## config.mk

```make
export PLATFORM = sky130hd
export DESIGN_NAME = pcib_config_bars
export DESIGN_NICKNAME = d
export VERILOG_FILES = /design/src/pcib_pkg.sv /design/src/pcib_lat_timer.sv /design/src/pcib_win_decode.sv /design/src/pcib_config_bars.sv
export SDC_FILE = /design/constraint.sdc
export NUM_CORES = 1
export LEC_CHECK = 0
export ABC_AREA = 1
export BUFFER_PORTS_ARGS = -buffer_cell sky130_fd_sc_hd__buf_4
export CORE_ASPECT_RATIO = 0.6
export CORE_MARGIN = 2
export CORE_UTILIZATION = 40
export DETAILED_ROUTE_END_ITERATION = 8
export GPL_ROUTABILITY_DRIVEN = 0
export GPL_TIMING_DRIVEN = 0
export SYNTH_ARGS = -nofsm -noshare
export SYNTH_HDL_FRONTEND = slang
export SYNTH_SLANG_ARGS = --single-unit
```

## constraint.sdc

```tcl
create_clock -name clock -period 6.2 [get_ports clock]
set_input_delay 0 -clock clock [delete_from_list [all_inputs] [get_ports clock]]
set_output_delay 0 -clock clock [all_outputs]
set_load 0.005 [all_outputs]
```

## src/pcib_pkg.sv

```systemverilog
`default_nettype none
package pcib_pkg;
  // configuration offsets (byte addresses)
  localparam logic [7:0] PCIB_OFS_CLASS_REVISION     = 8'h08;
  localparam logic [7:0] PCIB_OFS_LATENCY_CACHELINE  = 8'h0c;
  localparam logic [7:0] PCIB_OFS_IO_WINDOW_BASE     = 8'h10;
  localparam logic [7:0] PCIB_OFS_MEMORY_WINDOW_BASE = 8'h14;
  localparam logic [7:0] PCIB_OFS_SUBSYSTEM_IDENT    = 8'h2c;
  localparam logic [7:0] PCIB_OFS_EXPANSION_ROM_BASE = 8'h30;

  // fixed class fields
  localparam logic [7:0] PCIB_BASE_CLASS = 8'h02;
  localparam logic [7:0] PCIB_SUBCLASS   = 8'h00;

  // field positions
  localparam int PCIB_LAT_LSB      = 8;
  localparam int PCIB_IO_BASE_LSB  = 8;
  localparam int PCIB_MEM_BASE_LSB = 10;
  localparam int PCIB_ROM_BASE_LSB = 17;
  localparam int PCIB_IO_BASE_W    = 32 - PCIB_IO_BASE_LSB;
  localparam int PCIB_MEM_BASE_W   = 32 - PCIB_MEM_BASE_LSB;
  localparam int PCIB_ROM_BASE_W   = 32 - PCIB_ROM_BASE_LSB;

  // reset values
  localparam logic [7:0]  PCIB_LAT_RST      = 8'h00;
  localparam logic [7:0]  PCIB_CLS_RST      = 8'h00;
  localparam logic [23:0] PCIB_IO_BASE_RST  = 24'h000000;
  localparam logic [21:0] PCIB_MEM_BASE_RST = 22'h000000;
  localparam logic [14:0] PCIB_ROM_BASE_RST = 15'h0000;
  localparam logic        PCIB_ROM_EN_RST   = 1'b0;
  localparam logic [15:0] PCIB_SUBSYS_RST   = 16'h0000;

  // read-only indicator bits
  localparam logic PCIB_IO_SPACE_IND  = 1'b1;
  localparam logic PCIB_MEM_SPACE_IND = 1'b0;
endpackage
`default_nettype wire

```

## src/pcib_lat_timer.sv

```systemverilog
`default_nettype none
module pcib_lat_timer
  import pcib_pkg::*;
(
  // clock and reset
  input  wire logic       clock,
  input  wire logic       rst_n,
  // programmed value
  input  wire logic [7:0] lat_value,
  // master bus state
  input  wire logic       master_frame,
  input  wire logic       gnt_n,
  // status
  output logic            lat_expired,
  output logic            burst_stop
);
  logic [7:0] count_q, count_d;
  logic       frame_q, frame_d;
  logic       run_q, run_d;

  always_comb
  begin
    frame_d = master_frame;
    count_d = count_q;
    run_d   = run_q;
    if (master_frame && !frame_q)
    begin
      count_d = lat_value;
      run_d   = 1'b1;
    end
    else if (!master_frame)
      run_d = 1'b0;
    else if (count_q != 8'h00)
      count_d = count_q - 8'h01;
  end

  always_ff @(posedge clock or negedge rst_n)
  begin
    if (!rst_n)
    begin
      count_q <= 8'h00;
      frame_q <= 1'b0;
      run_q   <= 1'b0;
    end
    else
    begin
      count_q <= count_d;
      frame_q <= frame_d;
      run_q   <= run_d;
    end
  end

  // expiry only counts while our own frame is on the bus
  assign lat_expired = run_q && (count_q == 8'h00);
  assign burst_stop  = lat_expired && master_frame && gnt_n;
endmodule
`default_nettype wire

```

## src/pcib_win_decode.sv

```systemverilog
`default_nettype none
module pcib_win_decode
  import pcib_pkg::*;
(
  // clock and reset
  input  wire logic                       clock,
  input  wire logic                       rst_n,
  // access address
  input  wire logic [31:0]                acc_addr,
  // window bases and enables
  input  wire logic [PCIB_IO_BASE_W-1:0]  io_base,
  input  wire logic [PCIB_MEM_BASE_W-1:0] mem_base,
  input  wire logic [PCIB_ROM_BASE_W-1:0] rom_base,
  input  wire logic                       rom_enable,
  input  wire logic                       io_space_enable,
  input  wire logic                       memory_space_enable,
  // registered hits
  output logic                            io_hit,
  output logic                            mem_hit,
  output logic                            rom_hit
);
  logic io_d, mem_d, rom_d;

  always_comb
  begin
    io_d  = io_space_enable && (acc_addr[31:PCIB_IO_BASE_LSB] == io_base);
    mem_d = memory_space_enable
            && (acc_addr[31:PCIB_MEM_BASE_LSB] == mem_base);
    // rom answers only with both enables set
    rom_d = rom_enable && memory_space_enable
            && (acc_addr[31:PCIB_ROM_BASE_LSB] == rom_base);
  end

  always_ff @(posedge clock or negedge rst_n)
  begin
    if (!rst_n)
    begin
      io_hit  <= 1'b0;
      mem_hit <= 1'b0;
      rom_hit <= 1'b0;
    end
    else
    begin
      io_hit  <= io_d;
      mem_hit <= mem_d;
      rom_hit <= rom_d;
    end
  end
endmodule
`default_nettype wire

```

## src/pcib_config_bars.sv

```systemverilog
// Function
// - class word reads base class 02h, subclass 00h, both read-only
// - low byte holds read-only revision and step nibbles; bits 15..8 reserved
// - latency timer byte in bits 15..8, writable, resets to zero
// - latency timer starts counting from programmed value when our frame starts
// - timer expired with frame still asserted: stop burst once grant removed
// - cache line size byte in bits 7..0, writable, resets zero, units words
// - io base bits 31..8 writable, reset zero, place 256-byte register block
// - io base bit 0 reads one; bits 7..1 reserved
// - memory base bits 31..10 writable, reset zero; bit 0 reads zero
// - subsystem word: id high, vendor low, both read-only, loaded from eeprom
// - rom base upper bits writable, low address bits read zero for sizing
// - rom window decoded only when rom enable and memory space enable set
// - all-ones write to rom base reads back fffe0001
// - memory space enable is command bit 1; clear disables memory decode
`default_nettype none
module pcib_config_bars
  import pcib_pkg::*;
#(
  // arbitrary values, not tied to any part
  parameter logic [3:0] REVISION_VALUE = 4'h3,
  parameter logic [3:0] STEP_VALUE     = 4'h2
)
(
  // clock and reset
  input  wire logic        clock,
  input  wire logic        rstn,
  // configuration access
  input  wire logic        cfg_wr,
  input  wire logic        cfg_rd,
  input  wire logic [7:0]  cfg_addr,
  input  wire logic [3:0]  cfg_be,
  input  wire logic [31:0] cfg_wdata,
  output logic [31:0]      cfg_rdata,
  output logic             cfg_rvalid,
  output logic             cfg_hit,
  // eeprom loader
  input  wire logic        ee_load,
  input  wire logic [15:0] ee_subsystem_id,
  input  wire logic [15:0] ee_subsystem_vendor,
  // command register bits
  input  wire logic        io_space_enable,
  input  wire logic        memory_space_enable,
  // master state machine
  input  wire logic        master_frame,
  input  wire logic        gnt_n,
  output logic             lat_expired,
  output logic             burst_stop,
  // target decode
  input  wire logic [31:0] acc_addr,
  output logic             io_hit,
  output logic             mem_hit,
  output logic             rom_hit,
  // programmed values for other blocks
  output logic [7:0]       cache_line_size
);
  logic                       sync1_q, sync2_q;
  logic                       rst_n;
  logic [7:0]                 lat_q, lat_d;
  logic [7:0]                 cls_q, cls_d;
  logic [PCIB_IO_BASE_W-1:0]  io_base_q, io_base_d;
  logic [PCIB_MEM_BASE_W-1:0] mem_base_q, mem_base_d;
  logic [PCIB_ROM_BASE_W-1:0] rom_base_q, rom_base_d;
  logic                       rom_en_q, rom_en_d;
  logic [15:0]                sub_id_q, sub_id_d;
  logic [15:0]                sub_ven_q, sub_ven_d;
  logic [31:0]                rdata_d;
  logic                       rvalid_d;
  logic [31:0]                wmask;
  logic                       lat_we, io_we, mem_we, rom_we;
  logic [31:0]                lat_word, io_word, mem_word, rom_word;

  // byte enables widened to a bit mask
  function automatic logic [31:0] be_mask(input logic [3:0] be);
    be_mask = {{8{be[3]}}, {8{be[2]}}, {8{be[1]}}, {8{be[0]}}};
  endfunction

  // masked merge of a write into an old word
  function automatic logic [31:0] merge(input logic [31:0] old_w,
                                        input logic [31:0] new_w,
                                        input logic [31:0] m);
    merge = (old_w & ~m) | (new_w & m);
  endfunction

  function automatic logic known_ofs(input logic [7:0] a);
    known_ofs = (a == PCIB_OFS_CLASS_REVISION) || (a == PCIB_OFS_LATENCY_CACHELINE)
                || (a == PCIB_OFS_IO_WINDOW_BASE) || (a == PCIB_OFS_MEMORY_WINDOW_BASE)
                || (a == PCIB_OFS_SUBSYSTEM_IDENT) || (a == PCIB_OFS_EXPANSION_ROM_BASE);
  endfunction

  // write strobe for one mapped offset
  function automatic logic wr_at(input logic       we,
                                 input logic [7:0] a,
                                 input logic [7:0] ofs);
    wr_at = we && (a == ofs);
  endfunction

  // reset release through two flops; assertion stays asynchronous
  always_ff @(posedge clock or negedge rstn)
  begin
    if (!rstn)
    begin
      sync1_q <= 1'b0;
      sync2_q <= 1'b0;
    end
    else
    begin
      sync1_q <= 1'b1;
      sync2_q <= sync1_q;
    end
  end

  assign rst_n = sync2_q;

  assign wmask   = be_mask(cfg_be);
  assign cfg_hit = known_ofs(cfg_addr);

  // read-only words and unmapped offsets get no strobe, so writes vanish
  assign lat_we = wr_at(cfg_wr, cfg_addr, PCIB_OFS_LATENCY_CACHELINE);
  assign io_we  = wr_at(cfg_wr, cfg_addr, PCIB_OFS_IO_WINDOW_BASE);
  assign mem_we = wr_at(cfg_wr, cfg_addr, PCIB_OFS_MEMORY_WINDOW_BASE);
  assign rom_we = wr_at(cfg_wr, cfg_addr, PCIB_OFS_EXPANSION_ROM_BASE);

  // latency and cache line; upper half reserved, no storage there
  always_comb
  begin
    lat_word = merge({16'h0000, lat_q, cls_q}, cfg_wdata, wmask);
    lat_d    = lat_q;
    cls_d    = cls_q;
    if (lat_we)
    begin
      lat_d = lat_word[15:8];
      cls_d = lat_word[7:0];
    end
  end

  always_ff @(posedge clock or negedge rst_n)
  begin
    if (!rst_n)
    begin
      lat_q <= PCIB_LAT_RST;
      cls_q <= PCIB_CLS_RST;
    end
    else
    begin
      lat_q <= lat_d;
      cls_q <= cls_d;
    end
  end

  // io and memory windows; low bits hardwired, only the base is kept
  always_comb
  begin
    io_word    = merge({io_base_q, 8'h00}, cfg_wdata, wmask);
    mem_word   = merge({mem_base_q, 10'h000}, cfg_wdata, wmask);
    io_base_d  = io_base_q;
    mem_base_d = mem_base_q;
    if (io_we)
      io_base_d = io_word[31:PCIB_IO_BASE_LSB];
    if (mem_we)
      mem_base_d = mem_word[31:PCIB_MEM_BASE_LSB];
  end

  always_ff @(posedge clock or negedge rst_n)
  begin
    if (!rst_n)
    begin
      io_base_q  <= PCIB_IO_BASE_RST;
      mem_base_q <= PCIB_MEM_BASE_RST;
    end
    else
    begin
      io_base_q  <= io_base_d;
      mem_base_q <= mem_base_d;
    end
  end

  // rom base and enable; enable rides on byte lane 0
  always_comb
  begin
    rom_word   = merge({rom_base_q, 16'h0000, rom_en_q}, cfg_wdata, wmask);
    rom_base_d = rom_base_q;
    rom_en_d   = rom_en_q;
    if (rom_we)
    begin
      rom_base_d = rom_word[31:PCIB_ROM_BASE_LSB];
      rom_en_d   = rom_word[0];
    end
  end

  always_ff @(posedge clock or negedge rst_n)
  begin
    if (!rst_n)
    begin
      rom_base_q <= PCIB_ROM_BASE_RST;
      rom_en_q   <= PCIB_ROM_EN_RST;
    end
    else
    begin
      rom_base_q <= rom_base_d;
      rom_en_q   <= rom_en_d;
    end
  end

  // ids come only from the loader; no config write can reach them
  always_comb
  begin
    sub_id_d  = sub_id_q;
    sub_ven_d = sub_ven_q;
    if (ee_load)
    begin
      sub_id_d  = ee_subsystem_id;
      sub_ven_d = ee_subsystem_vendor;
    end
  end

  always_ff @(posedge clock or negedge rst_n)
  begin
    if (!rst_n)
    begin
      sub_id_q  <= PCIB_SUBSYS_RST;
      sub_ven_q <= PCIB_SUBSYS_RST;
    end
    else
    begin
      sub_id_q  <= sub_id_d;
      sub_ven_q <= sub_ven_d;
    end
  end

  // read path; reserved bits are zero by construction
  always_comb
  begin
    rvalid_d = cfg_rd;
    rdata_d  = 32'h00000000;
    if (cfg_rd)
    begin
      unique case (cfg_addr)
        PCIB_OFS_CLASS_REVISION:
          rdata_d = {PCIB_BASE_CLASS, PCIB_SUBCLASS, 8'h00,
                     REVISION_VALUE, STEP_VALUE};
        PCIB_OFS_LATENCY_CACHELINE:
          rdata_d = {16'h0000, lat_q, cls_q};
        PCIB_OFS_IO_WINDOW_BASE:
          rdata_d = {io_base_q, 7'h00, PCIB_IO_SPACE_IND};
        PCIB_OFS_MEMORY_WINDOW_BASE:
          rdata_d = {mem_base_q, 9'h000, PCIB_MEM_SPACE_IND};
        PCIB_OFS_SUBSYSTEM_IDENT:
          rdata_d = {sub_id_q, sub_ven_q};
        PCIB_OFS_EXPANSION_ROM_BASE:
          rdata_d = {rom_base_q, 16'h0000, rom_en_q};
        // unmapped offsets read zero
        default:
          rdata_d = 32'h00000000;
      endcase
    end
  end

  always_ff @(posedge clock or negedge rst_n)
  begin
    if (!rst_n)
    begin
      cfg_rdata  <= 32'h00000000;
      cfg_rvalid <= 1'b0;
    end
    else
    begin
      cfg_rdata  <= rdata_d;
      cfg_rvalid <= rvalid_d;
    end
  end

  assign cache_line_size = cls_q;

  pcib_lat_timer u_lat_timer
  (
    .clock        (clock),
    .rst_n        (rst_n),
    .lat_value    (lat_q),
    .master_frame (master_frame),
    .gnt_n        (gnt_n),
    .lat_expired  (lat_expired),
    .burst_stop   (burst_stop)
  );

  // rom decode relies on the host setting the base first
  pcib_win_decode u_win_decode
  (
    .clock               (clock),
    .rst_n               (rst_n),
    .acc_addr            (acc_addr),
    .io_base             (io_base_q),
    .mem_base            (mem_base_q),
    .rom_base            (rom_base_q),
    .rom_enable          (rom_en_q),
    .io_space_enable     (io_space_enable),
    .memory_space_enable (memory_space_enable),
    .io_hit              (io_hit),
    .mem_hit             (mem_hit),
    .rom_hit             (rom_hit)
  );
endmodule
`default_nettype wire

```

# After elaboration in Yosys (flattened, before gate mapping)
# Index checks and enable logic that the tools add are counted.
[word_totals]
in_bits = 117
word_cells = 69
out_inout_bits = 47
reg_bits = 158
[op_classes]
reduce_logical = 23
muxes = 7
bitwise = 10
addsub = 1
n_eq_ne = 10
[op_table]
columns = ["op", "n"]
rows = [
  ["$pmux W32 S6", 1],
  ["$and A32 B32 Y32", 4],
  ["$or A32 B32 Y32", 3],
  ["$mux W32", 1],
  ["$not A32 Y32", 1],
  ["$eq A24 B24 Y1", 1],
  ["$mux W8", 3],
  ["$eq A22 B22 Y1", 1],
  ["$and A16 B16 Y16", 1],
  ["$eq A8 B4 Y1 const B", 2],
  ["$eq A8 B5 Y1 const B", 2],
  ["$eq A8 B6 Y1 const B", 2],
  ["$or A16 B16 Y16", 1],
  ["$eq A15 B15 Y1", 1],
  ["$logic_and A1 B1 Y1", 12],
  ["$logic_not A8 Y1", 1],
  ["$reduce_bool A8 Y1", 1],
  ["$sub A8 B1 Y8 const B", 1],
  ["$logic_or A1 B1 Y1", 5],
  ["$reduce_bool A2 Y1", 2],
  ["$mux W1", 2],
  ["$ne A2 B1 Y1 const B", 1],
  ["$reduce_and A2 Y1", 1],
  ["$logic_not A1 Y1", 1],
]

# Longest topological paths before layout
[logic_depth]
depth_word = 6
mapped_depth = 9
mapped_depth_nobuf = 9

# Hierarchy
# Synthesis repeated with hierarchy kept, for this count alone.
[unflattened]
hier_cells = 1045
hier_area_um2 = 8384.3
[by_module_without_submodules]
columns = ["module", "area_each_um2", "instances", "seq_area_each_um2", "cells_per_inst"]
rows = [
  ["pcib_config_bars", 6523.8, 1, 3628.5, 673],
  ["pcib_win_decode", 1169.9, 1, 75.1, 267],
  ["pcib_lat_timer", 690.7, 1, 250.2, 105],
]

# Worst setup path after synthesis
# Ideal clock, no wire load.
[synth_timing]
path_type = "reg-to-reg"
start = "register u_lat_timer.count_q[0]"
end = "register u_lat_timer.count_q[5]"
t_required_ns = 6.082
setup_ns = 0.118
path_stages_with_launch = 9
period_less_slack_ns = 1.413
setup_slack_ns = 4.787
n_path_buf = 0
arrival_ns = 1.295
cell_sequence = "dfrtp_1 -> inv_1 -> ha_1 -> nor3b_1 -> nand2_1 -> nand2_1 -> nand2_1 -> nand3_1 -> nand2_1"
[synth_between]
elab_chain_cells = 4
word_cells_on_any_way = 7
classes_between = "add/sub: 1; mux: 3; reduce/logical: 3"
[synth_lines]
columns = ["item", "line", "text"]
rows = [
  ["from (decl)", "pcib_lat_timer.sv:17", "logic [7:0] count_q, count_d;"],
  ["from (signal assigned)", "pcib_lat_timer.sv:47", "count_q <= count_d;"],
  ["$sub A8 B1 Y8", "pcib_lat_timer.sv:34", "count_d = count_q - 8'h01;"],
  ["$mux W8", "pcib_lat_timer.sv:33", "else if (count_q != 8'h00)"],
  ["$mux W8", "pcib_lat_timer.sv:31", "else if (!master_frame)"],
  ["$mux W8", "pcib_lat_timer.sv:26", "if (master_frame && !frame_q)"],
]
# Several ways; a longest one is shown, not always the timed one. The select of a mux whose other input is x is not followed.
# A chain may end at the register's enable or synchronous reset.

==> results_dict.tcl <==
set metrics [dict create \
    outcome "finished, final reports clean" \
    final-max-slew-violation-count 0 \
    hold_depth 3 \
    fin_util_pct 55.8 \
    end_kind "flip-flop" \
    io_buffers 153 \
    ys_seq_area_share_pct 49.0 \
    cts_setup_buffers 0 \
    grt_pass1_vias 7271 \
    vias 7809 \
    grt_busiest_layer "met1" \
    use_met2_pct 33.6 \
    crit_required_ns 6.52 \
    grt_overflow_total 0 \
    antenna_found_initial 0 \
    ff2ff_setup_slack_ns 3.49 \
    cts.sinks 158 \
    cp_cell_sequence "or2_2 -> nand3_1 -> dlygate4sd3_1 -> nor2_1 -> nand2_1 -> dlygate4sd3_1 -> nor2_1 -> dlygate4sd3_1" \
    syn_inst 1030 \
    seq_area_um2 3960 \
    holdCritStartpoint "ee_load" \
    grt_first_pass_wirelength_mm 41.8 \
    pin_count 164 \
    design_area_um2 11100 \
    clock_latency_ns 0.44 \
    p_leak_nw 5.59 \
    cp.depth 8 \
    yosys_warnings 0 \
    root_buffer "clkbuf_16" \
    power_density_nw_per_um2 232 \
    die_width_um 187 \
    post_drt_wl_per_cell_um 17.3 \
    die-area_um2 21400 \
    use_met1_pct 41.6 \
    vdd.ir_drop.worst_mv 0.193 \
    cpLargestDelayFamily "buffers and inverters" \
    async_flop_share_pct 100 \
    syn_nets 1149 \
    cp-start-kind "flip-flop" \
    setup_viol 0 \
    hold_violations 0 \
    drive_gt1_share_pct 20.2 \
    dp_hpwl_mm 20.5 \
    min_period_ns 2.71 \
    rows 40 \
    grt_setup_unrepaired "no" \
    worstPathMaxFanout 4 \
    final_nets 1407 \
    fin_skew_ns 0.0128 \
    clk_pin_slew_ns 0.07 \
    drtIter0Drc 757 \
    grtUsageTotal_pct 26.3 \
    cts_tree "built" \
    grtUsageMet3_pct 8.71 \
    critical_path_class "flip-flop to flip-flop" \
    worst_ep_arrival_time_ns 3.03 \
    tns_ns 0 \
    r2r_cells 8 \
    cts_made_buffers 17 \
    multiInputGateArea_um2 3490 \
    slew_headroom_pct 56.1 \
    finalHoldWorstSlack_ns 0.00646 \
    syn2layout_area_growth_pct 37.4 \
    instances_no_fill 1574 \
    holdPathEnd "sub_ven_q[0]" \
    final.period_utilization_pct 43.7 \
    crit_buf_inv 3 \
    critPathMaxStageDelay_ns 0.55 \
    core_area_um2 19900 \
    synth.avg_cell_area_um2 7.83 \
    cp_slowest_cell "dlygate4sd3_1" \
    worst_slew_pin_slew_ns 0.654 \
    synth-seq-cells 158 \
    synthesis.area_um2 8070 \
    path_common_cell "dlygate4sd3_1" \
    dp.cells 1458 \
    grt_max_degree 68 \
    clockBufferDepth 2 \
    firstDrtPassIters 5 \
    min_path_type "input pin to flip-flop" \
    finalWorstSetupSlack_ns 3.49 \
    ys_types 34 \
    htreeDepth 4 \
    ant_nets 0 \
    drc 0 \
    diodes 0 \
    placed_area_um2 9620 \
    pre_cts_slack_ns 4.50 \
    n_fill_cell 1837 \
    die_h_um 114 \
    viasPerCell 4.96 \
    synth-edff-count 0 \
    max_clock_freq_mhz 369 \
    synth_ff_type "dfrtp_1" \
    start_util_pct 40.6 \
    maxCapViolCount 0 \
    power_mw 2.57 \
    totalWireLength_mm 27.3 \
    rr_endpoint "u_win_decode.rom_hit" \
]
## metal layers
layer / up-vias / part of all wire [%]
met1: 3646 / 50
met5: - / 0
met4: 0 / 0.99
li1: 3772 / -
met2: 368 / 38
met3: 23 / 11
## synth_stat cells, types with 2 or more instances
| master | instances | share of area (%) |
|---|---|---|
| nand3_1 | 107 | 6.6 |
| nor3_4 | 6 | 1.2 |
| clkbuf_1 | 7 | 0.33 |
| nand4_1 | 7 | 0.54 |
| xor2_1 | 9 | 0.98 |
| xnor2_1 | 9 | 0.98 |
| buf_4 | 4 | 0.37 |
| inv_2 | 5 | 0.23 |
| nand2_1 | 309 | 14 |
| buf_2 | 6 | 0.37 |
| nor2_1 | 114 | 5.3 |
| mux2_2 | 24 | 3.3 |
| buf_6 | 6 | 0.84 |
| or2_2 | 3 | 0.23 |
| inv_1 | 115 | 5.4 |
| a21oi_1 | 4 | 0.25 |
| dfrtp_1 | 158 | 49 |
| o21ai_1 | 7 | 0.43 |
| o21ai_0 | 94 | 5.8 |
| nand3_2 | 3 | 0.37 |
| buf_1 | 3 | 0.14 |
| nor3_2 | 2 | 0.25 |
| nor2_2 | 3 | 0.23 |
| nor3_1 | 5 | 0.31 |
| ha_1 | 2 | 0.31 |
| nor2_4 | 5 | 0.70 |
| nand2_2 | 6 | 0.47 |
## logic make-up after synthesis
group | after synthesis | share of synthesized area, %
muxes | 24 | 3.35
AOI/OAI and AO/OA | 107 | 6.70
xor gates and xnor gates | 18 | 1.95
and+or+nand+nor | 573 | 30.9
adders and majority gates | 2 | 0.310
buffers and inverters | 147 | 7.69
DFF | 158 | 49.0
other | 1 | 0.0465
## area by class of cell
type / instances / share of cell area [%]
Sequential cell: 158 / 35.7
Multi-Input combinational cell: 725 / 31.5
Timing Repair Buffer: 239 / 18.4
Inverter: 121 / 4.11
Clock buffer: 17 / 3.84
Tap cell: 273 / 3.08
Clock inverter: 15 / 1.80
Buffer: 26 / 1.49
## worst max-delay path by stage
stage / from / endpoint
2_1_floorplan: rst_n / async pin
3_3_place_gp: rst_n / async pin
3_5_place_dp: u_lat_timer.count_q[0] / u_lat_timer.count_q[0]
4_1_cts: flip-flop / u_win_decode.rom_hit
5_1_grt: flip-flop / u_win_decode.rom_hit
6_report: flip-flop / u_win_decode.rom_hit
## where the power goes
group	switching (mW)	leakage, nW	internal (mW)
Sequential	0.0516	1.91	1.08
Combinational	0.166	3.37	0.149
Clock	0.469	0.303	0.647
Total	0.687	5.59	1.88
## cell usage in the layout, fill, tap and decap left out, drive strengths merged
master,Yosys,layout
a21boi,1,1
a21oi,4,4
and3,1,1
buf,19,174
bufinv,0,3
clkbuf,7,24
clkinv,1,5
clkinvlp,0,1
conb,1,1
dfrtp,158,158
dlygate4sd3,0,84
ha,2,2
inv,120,127
mux2,24,24
nand2,316,316
nand3,110,110
nand4,7,7
nor2,122,122
nor3,13,13
nor3b,1,1
o211ai,1,1
o21ai,101,101
or2,3,3
xnor2,9,9
xor2,9,9
## worst register-to-register path: stages, from the launching register on
cell and delay [ns]:
dfrtp_1 0.42, or2_2 0.31, nand3_1 0.08, dlygate4sd3_1 0.55
nor2_1 0.05, nand2_1 0.05, dlygate4sd3_1 0.55, nor2_1 0.05
dlygate4sd3_1 0.55
## what timing repair did
| item | 4_1_cts | 5_1_grt |
|---|---|---|
| resized for setup | 0 | 0 |
| endpoints found under the hold margin | 126 | 0 |
| hold buffers | 84 | 0 |
(Power assumes the default switching activity.)
